--- src/hw/usb_irq_flags_pkg.sv ---
// constants of the usb device interrupt flag block: offsets, field positions, resets
// assumes a 32-bit avalon-mm slave with byte addresses and one system clock
package usb_irq_flags_pkg;

    localparam int          ADDR_W         = 10;
    localparam int          NUM_EP         = 4;

    // ************************************************************
    // register byte offsets
    // ************************************************************
    localparam logic [9:0]  OFF_MAIN       = 10'h220;
    localparam logic [9:0]  OFF_EP_DONE    = 10'h224;
    localparam logic [9:0]  OFF_EP_MASK    = 10'h228;
    localparam logic [9:0]  OFF_ZERO_LEN   = 10'h22C;
    localparam logic [9:0]  OFF_NAK        = 10'h330;
    localparam logic [9:0]  OFF_NAK_MASK   = 10'h334;

    // ************************************************************
    // main register flag positions (masks sit 8 bits higher)
    // ************************************************************
    localparam int          BIT_SETUP      = 0;
    localparam int          BIT_STATUS_NAK = 1;
    localparam int          BIT_STATUS     = 2;
    localparam int          BIT_ZERO_LEN   = 3;
    localparam int          BIT_SOF        = 4;
    localparam int          BIT_EP0        = 5;
    localparam int          BIT_EP_DONE    = 6;
    localparam int          BIT_NAK        = 7;
    localparam int          MASK_SHIFT     = 8;

    // ************************************************************
    // reset values
    // ************************************************************
    localparam logic [7:0]  RST_MAIN_MASK  = 8'h00;
    localparam logic [3:0]  RST_EP_MASK    = 4'h1;
    localparam logic [3:1]  RST_NAK_MASK   = 3'h0;
    localparam logic [31:0] RST_RDATA      = 32'h0000_0000;

endpackage : usb_irq_flags_pkg

--- src/hw/usb_device_irq_flags.sv ---
// interrupt flag and mask logic of a usb device controller, with avalon-mm register port
// assumes event inputs are one-cycle pulses synchronous to core_clk from the protocol engine
//
// What this block does
// - set nak summary when any non-zero endpoint sends a nak handshake
// - writing one to nak summary clears all per-endpoint nak bits
// - set endpoint-done summary when an unmasked non-zero endpoint transfer completes
// - writing one to endpoint-done summary clears all per-endpoint done bits
// - zero-length packet on an unmasked endpoint sets zero-length summary; writing one clears per-endpoint bits
// - zero-length packet in control-read status stage does not set zero-length flags
// - set status-done flag when endpoint-zero status stage completes
// - set status-token flag on status packet during control read
// - data stage of exact 64-byte multiple may end with zero-length packet
// - one done bit per endpoint three to one, set on successful transfer
// - per-endpoint done bit cleared by writing one, zero leaves it
// - masked endpoint still sets done bit but not done interrupt output
// - masked endpoint still sets zero-length bit but not zero-length output
// - mask bit zero affects only the endpoint-zero zero-length path
// - mask bit zero resets to one; software clears it to enable
// - mask bit zero forwards flag to output, one blocks it
// - single unmasked endpoint: summary done flag mirrors its own done bit
// - main register low byte flags clear by one, high byte output masks
//
// Register access over Avalon-MM was decided locally.
`timescale 1ns/10ps
`default_nettype none

module usb_device_irq_flags
    import usb_irq_flags_pkg::*;
(
    input  wire logic              core_clk,
    input  wire logic              nrst,
    // avalon-mm slave
    input  wire logic [ADDR_W-1:0] address,
    input  wire logic              read,
    input  wire logic              write,
    input  wire logic [3:0]        byteenable,
    input  wire logic [31:0]       writedata,
    output logic      [31:0]       readdata,
    output logic                   waitrequest,
    // protocol engine events
    input  wire logic              ev_setup,
    input  wire logic              ev_status_token,
    input  wire logic              ev_status_done,
    input  wire logic              ev_sof,
    input  wire logic              ev_ep0_done,
    input  wire logic [3:1]        ev_ep_done,
    input  wire logic [3:0]        ev_zero_len,
    input  wire logic              ctrl_rd_status_stage,
    input  wire logic [3:1]        ev_nak,
    // interrupt outputs
    output logic                   irq_setup,
    output logic                   irq_status_token,
    output logic                   irq_status_done,
    output logic                   irq_zero_len,
    output logic                   irq_sof,
    output logic                   irq_ep0,
    output logic                   ep_done_irq_out,
    output logic                   irq_nak
);

    // ************************************************************
    // state
    // ************************************************************
    typedef struct packed {
        logic [7:0]  main_mask;
        logic        setup_flag;
        logic        status_token_flag;
        logic        status_done_flag;
        logic        sof_flag;
        logic        ep0_flag;
        logic [3:1]  ep_done_bits;
        logic [3:0]  ep_mask_bits;
        logic [3:0]  zero_len_bits;
        logic [3:1]  nak_bits;
        logic [3:1]  nak_mask_bits;
        logic        ack;
        logic [31:0] rdata;
        logic [7:0]  irq;
    } state_s;

    state_s st_reg;
    state_s st_next;

    // ************************************************************
    // helpers
    // ************************************************************
    // set beats clear so an event in the clearing cycle survives
    function automatic logic [3:0] w1c_set(input logic [3:0] q,
                                           input logic [3:0] clr,
                                           input logic [3:0] set);
        w1c_set = (q & ~clr) | set;
    endfunction : w1c_set

    function automatic logic hit(input logic [ADDR_W-1:0] a, input logic [9:0] off);
        hit = (a[ADDR_W-1:2] == off[ADDR_W-1:2]);
    endfunction : hit

    // one-hot register select, shared by the write and the read path
    typedef struct packed {
        logic main;
        logic done;
        logic mask;
        logic zl;
        logic nak;
        logic nmask;
    } sel_s;

    function automatic sel_s decode(input logic [ADDR_W-1:0] a);
        decode       = '0;
        decode.main  = hit(a, OFF_MAIN);
        decode.done  = hit(a, OFF_EP_DONE);
        decode.mask  = hit(a, OFF_EP_MASK);
        decode.zl    = hit(a, OFF_ZERO_LEN);
        decode.nak   = hit(a, OFF_NAK);
        decode.nmask = hit(a, OFF_NAK_MASK);
    endfunction : decode

    // reserved bits and unmapped locations read as zero
    function automatic logic [31:0] read_word(input state_s     s,
                                              input sel_s       sel,
                                              input logic [7:0] flags);
        read_word = 32'h0000_0000;
        if (sel.main) begin
            read_word[15:0] = {s.main_mask, flags};
        end else if (sel.done) begin
            read_word[3:1] = s.ep_done_bits;
        end else if (sel.mask) begin
            read_word[3:0] = s.ep_mask_bits;
        end else if (sel.zl) begin
            read_word[3:0] = s.zero_len_bits;
        end else if (sel.nak) begin
            read_word[3:1] = s.nak_bits;
        end else if (sel.nmask) begin
            read_word[3:1] = s.nak_mask_bits;
        end
    endfunction : read_word

    // summary bits derive from per-endpoint bits, so both views always agree
    function automatic logic [7:0] main_flags(input state_s s);
        main_flags                 = 8'h00;
        main_flags[BIT_SETUP]      = s.setup_flag;
        main_flags[BIT_STATUS_NAK] = s.status_token_flag;
        main_flags[BIT_STATUS]     = s.status_done_flag;
        main_flags[BIT_ZERO_LEN]   = |(s.zero_len_bits & ~s.ep_mask_bits);
        main_flags[BIT_SOF]        = s.sof_flag;
        main_flags[BIT_EP0]        = s.ep0_flag;
        main_flags[BIT_EP_DONE]    = |(s.ep_done_bits & ~s.ep_mask_bits[3:1]);
        main_flags[BIT_NAK]        = |s.nak_bits;
    endfunction : main_flags

    // ************************************************************
    // bus decode
    // ************************************************************
    logic        req;
    logic        wr_go;
    logic [15:0] wmask;
    logic [15:0] wclr;
    logic [3:0]  zl_set;
    logic [7:0]  flags_now;

    assign req         = read | write;
    assign waitrequest = req & ~st_reg.ack;
    assign wr_go       = write & st_reg.ack;
    assign wmask       = {{8{byteenable[1]}}, {8{byteenable[0]}}};
    assign wclr        = writedata[15:0] & wmask;
    assign flags_now   = main_flags(st_reg);

    // ep0 zero-length in control-read status stage reports as status done only
    assign zl_set = {ev_zero_len[3:1], ev_zero_len[0] & ~ctrl_rd_status_stage};

    // ************************************************************
    // next state
    // ************************************************************
    always_comb begin
        sel_s       sel;
        logic       w_main;
        logic       w_done;
        logic       w_mask;
        logic       w_zl;
        logic       w_nak;
        logic       w_nmask;
        logic [7:0] c_main;
        logic [7:0] f;
        logic [3:0] done_v;
        logic [3:0] nak_v;
        f       = 8'h00;
        done_v  = 4'h0;
        nak_v   = 4'h0;
        sel     = decode(address);
        w_main  = wr_go & sel.main;
        w_done  = wr_go & sel.done;
        w_mask  = wr_go & sel.mask;
        w_zl    = wr_go & sel.zl;
        w_nak   = wr_go & sel.nak;
        w_nmask = wr_go & sel.nmask;
        c_main  = w_main ? wclr[7:0] : 8'h00;
        st_next = st_reg;

        // ************************************************************
        // main register
        // ************************************************************

        // main register: low byte write-one-clear, high byte masks
        if (w_main) begin
            st_next.main_mask = (st_reg.main_mask & ~wmask[15:8])
                              | (writedata[15:8] & wmask[15:8]);
        end
        st_next.setup_flag        = (st_reg.setup_flag & ~c_main[BIT_SETUP]) | ev_setup;
        st_next.status_token_flag = (st_reg.status_token_flag & ~c_main[BIT_STATUS_NAK])
                                  | ev_status_token;
        st_next.status_done_flag  = (st_reg.status_done_flag & ~c_main[BIT_STATUS])
                                  | ev_status_done;
        st_next.sof_flag          = (st_reg.sof_flag & ~c_main[BIT_SOF]) | ev_sof;
        st_next.ep0_flag          = (st_reg.ep0_flag & ~c_main[BIT_EP0]) | ev_ep0_done;

        // per-endpoint done bits: cleared per bit or all at once via summary
        // ************************************************************
        // per-endpoint flag registers
        // ************************************************************
        // endpoint zero has no done or nak bit, so slot 0 is padded and dropped
        done_v = w1c_set({st_reg.ep_done_bits, 1'b0},
                         {(w_done ? wclr[3:1] : 3'h0)
                          | {3{c_main[BIT_EP_DONE]}}, 1'b0},
                         {ev_ep_done, 1'b0});
        st_next.ep_done_bits = done_v[3:1];

        st_next.zero_len_bits = w1c_set(st_reg.zero_len_bits,
                                        (w_zl ? wclr[3:0] : 4'h0)
                                        | {4{c_main[BIT_ZERO_LEN]}},
                                        zl_set);

        nak_v = w1c_set({st_reg.nak_bits, 1'b0},
                        {(w_nak ? wclr[3:1] : 3'h0)
                         | {3{c_main[BIT_NAK]}}, 1'b0},
                        {ev_nak, 1'b0});
        st_next.nak_bits = nak_v[3:1];

        // ************************************************************
        // mask registers
        // ************************************************************

        if (w_mask) begin
            st_next.ep_mask_bits = (st_reg.ep_mask_bits & ~wmask[3:0])
                                 | (writedata[3:0] & wmask[3:0]);
        end
        if (w_nmask) begin
            st_next.nak_mask_bits = (st_reg.nak_mask_bits & ~wmask[3:1])
                                  | (writedata[3:1] & wmask[3:1]);
        end

        // ************************************************************
        // interrupt outputs
        // ************************************************************
        // outputs follow the flags being stored this cycle
        f = main_flags(st_next);
        f[BIT_NAK] = |(st_next.nak_bits & ~st_next.nak_mask_bits);
        st_next.irq = f & ~st_next.main_mask;

        // ************************************************************
        // bus handshake and read data
        // ************************************************************
        // one wait cycle, then read data stands while waitrequest is low;
        // a fixed wait keeps the slave simple at the cost of one cycle per access
        st_next.ack   = req & ~st_reg.ack;
        st_next.rdata = st_reg.rdata;
        if (req & ~st_reg.ack) begin
            st_next.rdata = read ? read_word(st_reg, sel, flags_now) : 32'h0000_0000;
        end
    end

    // ************************************************************
    // registers
    // ************************************************************
    always_ff @(posedge core_clk or negedge nrst) begin
        if (!nrst) begin
            st_reg                   <= '0;
            st_reg.main_mask         <= RST_MAIN_MASK;
            st_reg.ep_mask_bits      <= RST_EP_MASK;
            st_reg.nak_mask_bits     <= RST_NAK_MASK;
            st_reg.rdata             <= RST_RDATA;
        end else begin
            st_reg <= st_next;
        end
    end

    // ************************************************************
    // outputs
    // ************************************************************
    assign readdata         = st_reg.rdata;
    assign irq_setup        = st_reg.irq[BIT_SETUP];
    assign irq_status_token = st_reg.irq[BIT_STATUS_NAK];
    assign irq_status_done  = st_reg.irq[BIT_STATUS];
    assign irq_zero_len     = st_reg.irq[BIT_ZERO_LEN];
    assign irq_sof          = st_reg.irq[BIT_SOF];
    assign irq_ep0          = st_reg.irq[BIT_EP0];
    assign ep_done_irq_out  = st_reg.irq[BIT_EP_DONE];
    assign irq_nak          = st_reg.irq[BIT_NAK];

endmodule : usb_device_irq_flags

`default_nettype wire

--- config.mk ---
export PLATFORM = sky130hd
export DESIGN_NAME = usb_device_irq_flags
export DESIGN_NICKNAME = d
export VERILOG_FILES = /design/src/hw/usb_irq_flags_pkg.sv /design/src/hw/usb_device_irq_flags.sv
export SDC_FILE = /design/constraint.sdc
export NUM_CORES = 1
export LEC_CHECK = 0
export ABC_AREA = 1
export BUFFER_PORTS_ARGS = -buffer_cell sky130_fd_sc_hd__clkbuf_2
export CORE_ASPECT_RATIO = 2
export CORE_MARGIN = 5
export CORE_UTILIZATION = 40
export CTS_CLUSTER_DIAMETER = 50
export DETAILED_ROUTE_END_ITERATION = 12
export MAX_ROUTING_LAYER = met4
export PLACE_DENSITY = 0.68
export SLEW_MARGIN = 5
export SYNTH_ARGS = -nofsm -noshare
export SYNTH_HDL_FRONTEND = slang
export SYNTH_SLANG_ARGS = --single-unit
--- constraint.sdc ---
create_clock -name core_clk -period 2.6 [get_ports core_clk]
set_input_delay 0.13 -clock core_clk [delete_from_list [all_inputs] [get_ports core_clk]]
set_output_delay 0.13 -clock core_clk [all_outputs]
set_load 0.01 [all_outputs]
==> metrics <==
startpoint kind of the worst setup timing path=flip-flop; Placeable Area=7540 µm²; post-detailed-placement half-perimeter wirelength=6250 µm; total DRC errors in the routed layout=0; clock insertion delay at the later pin of the skew report=290 ps; number of synthesized flops with an enable pin=0; cell depth of the worst flop-to-flop path=11; number of warning messages in the yosys log=0; mapped cell area=3050 µm²; root buffer selected by CTS=sky130_fd_sc_hd__clkbuf_16; Hold Crit Class=input pin to flip-flop; unrepaired setup endpoints after global routing=no; cell area after placement=3290 µm²; initial drt markers=111; terminus of the critical flop-to-flop path=irq_nak; number of max-slew violations in the final report=0; PortBufs=70; Synth Register Bits=55; first drt pass iteration count=4; standby leakage power=1.86 nW; final layout net count=496; ys async rst share=1.00; wire length of the first global-routing pass=12300 µm; GR Overflow Total=0; critical path endpoint category=flip-flop; hold path startpoint=ev_nak[1]; vias after detailed routing=2476; launch instance of the worst register-to-register path=st_reg[40]; pwr dens=522 nW/µm²; result of the run=finished, final reports clean; number of max-cap violations=0; number of antenna violations at the first check in global routing=0; Max transition margin=0.319; end-of-flow core utilization=0.460; worst path arrival time=2090 ps; Worst-path clk slew=70 ps; number of unique standard cell types used by synthesis=33; Achievable Freq=529 MHz; starting density of the core=0.404; most used flip-flop cell after synthesis=sky130_fd_sc_hd__dfrtp_1; Worst Slack Setup Final=709 ps; synthesized netlist cell count=374; post-DR wirelength/cell=14.5 µm; final period demand of the worst path=1890 ps; FP Rows=45; final WL=7590 µm; Worst Setup Slack post-DPL=681 ps; worst-margin pin slew=1020 ps; weighted congestion at the end of routability-driven global placement=0.958; startpoint of the most critical setup path=st_reg[40]; R2R Setup Slk=710 ps; end point of the critical path=irq_nak; count of antenna diodes in the layout=0; DIE WIDTH=71.7 µm; type of the worst setup path=flip-flop to flip-flop; TritonCTS clock tree=yes; ports placed on the boundary=107; Max IR drop VDD=0.000235 V; Final period util=0.727; remaining antenna violation count=0; maximum number of pins on one net before global-route repair=45; via count of the first global-routing pass=2592; Avg Inst Size Synth=8.15 µm²; clock buffer count from CTS=5; largest fanout of any net on the critical path=18; fin area=3470 µm²; number of endpoints with negative hold slack in the final report=0; clock tree skew after final layout=4.14 ps; fraction of layout instances using a drive strength above 1=0.276; GRT Overall Usage=0.172; Setup TNS=0 ps; number of flip-flops in the largest register=26; CTS sink cnt=55; CTS H-tree depth=2; part of the Yosys area used for sequential elements=0.452; die area=9570 µm²; required time at the endpoint of the critical path=2790 ps; worst-case clock buffer depth=2; die height=133 µm; final number of setup-violating endpoints=0; detailed-route vias per instance=4.72; Area Growth Syn to Fin=13.9%
[Yosys cell counts (all sizes together), types with 2 or more instances]
library cell / number / area (µm²)
nand2: 91 / 369
buf: 36 / 283
a21oi: 13 / 83.8
nand3: 25 / 143
clkbuf: 2 / 7.51
dfrtp: 54 / 1350
o21ai: 48 / 278
o211ai: 5 / 37.5
nand4: 11 / 68.8
inv: 62 / 238
nor2: 20 / 119
[layout by cell type, fill, tap and decap left out, types with 2 or more instances in the layout]
cell	synthesis	layout
sky130_fd_sc_hd__a21oi_2	5	5
sky130_fd_sc_hd__dfrtp_1	54	54
sky130_fd_sc_hd__clkbuf_2	0	70
sky130_fd_sc_hd__nand2_4	2	2
sky130_fd_sc_hd__nand2_1	84	84
sky130_fd_sc_hd__o21ai_0	37	37
sky130_fd_sc_hd__nand2_2	5	5
sky130_fd_sc_hd__a21oi_1	8	8
sky130_fd_sc_hd__inv_1	54	54
sky130_fd_sc_hd__nor2_4	3	3
sky130_fd_sc_hd__o21ai_2	10	10
sky130_fd_sc_hd__nand4_1	11	11
sky130_fd_sc_hd__clkbuf_16	0	5
sky130_fd_sc_hd__nand3_1	23	23
sky130_fd_sc_hd__o211ai_1	5	5
sky130_fd_sc_hd__nor2_2	2	2
sky130_fd_sc_hd__inv_2	7	7
sky130_fd_sc_hd__conb_1	1	16
sky130_fd_sc_hd__nor2_1	14	14
sky130_fd_sc_hd__inv_6	1	2
[logic make-up (layout without fill, tap and decap cells)]
| family | count (synthesis) | after routing | synth area share |
|---|---|---|---|
| and+or+nand+nor | 148 | 148 | 0.231 |
| buffers and inverters | 101 | 143 | 0.176 |
| other | 1 | 16 | 0.00123 |
| AOI/OAI and AO/OA | 69 | 69 | 0.139 |
| DFF | 55 | 55 | 0.452 |
[worst max-delay path, stage by stage (launching register included)]
cell and delay, ps:
sky130_fd_sc_hd__dfrtp_1 740, sky130_fd_sc_hd__nand2_4 140, sky130_fd_sc_hd__inv_6 160, sky130_fd_sc_hd__nand3_2 120
sky130_fd_sc_hd__inv_1 120, sky130_fd_sc_hd__nand2_1 50, sky130_fd_sc_hd__nand2_1 80, sky130_fd_sc_hd__inv_1 50
sky130_fd_sc_hd__nand2_1 70, sky130_fd_sc_hd__nand3_1 130, sky130_fd_sc_hd__nand2_1 90, sky130_fd_sc_hd__inv_1 40
[cell type report]
cell class	instances	area [µm²]
Multi-Input combinational cell	233	1190
Fill cell	779	4080
Inverter	63	246
Timing Repair Buffer	72	368
Clock buffer	5	125
Tap cell	94	118
Sequential cell	55	1380
Clock inverter	3	46.3
[worst min path at each step]
stage	end	slack (ps)	depth (start not counted)
4_1_cts	st_reg[55]	30	3
3_5_place_dp	readdata[14]	30	1
5_1_grt	st_reg[45]	50	3
6_report	st_reg[44]	40	3
2_1_floorplan	ep_done_irq_out	-170	0
3_3_place_gp	readdata[11]	20	1
[through the flow]
stage | cells | power [mW] | hold slack, ps
6_report | 525 | 1.81 | 38.1
5_1_grt | 525 | 1.89 | 49.5
4_1_cts | 525 | 1.84 | 27.6
3_5_place_dp | 516 | 1.06 | 30.0
3_3_place_gp | 516 | 1.06 | 21.6
2_1_floorplan | 389 | 0.999 | -166
[report_power, final]
| part | total (mW) | switching, mW | internal [mW] | leakage [nW] |
|---|---|---|---|---|
| logic | 0.162 | 0.111 | 0.0514 | 1.14 |
| clock network | 0.769 | 0.311 | 0.458 | 0.0804 |
| registers | 0.880 | 0.0138 | 0.866 | 0.643 |
| total | 1.81 | 0.435 | 1.38 | 1.86 |
[per-layer routing]
| layer | global-route usage | part of all wire | vias up | wire length (µm) |
|---|---|---|---|---|
| met5 | - | 0 | - | 0 |
| met4 | 0.0837 | 0.033 | 0 | 250 |
| met3 | 0.0242 | 0.041 | 14 | 312 |
| met2 | 0.332 | 0.60 | 72 | 4560 |
| met1 | 0.157 | 0.33 | 1136 | 2470 |
| li1 | - | - | 1254 | - |
[timing repair]
action / in CTS / in global routing
gates resized for setup: 0 / 0
hold buffers: 1 / 0
buffers inserted: 0 / 0
endpoints found under the hold margin: 11 / 0
(Power assumes the default switching activity.)
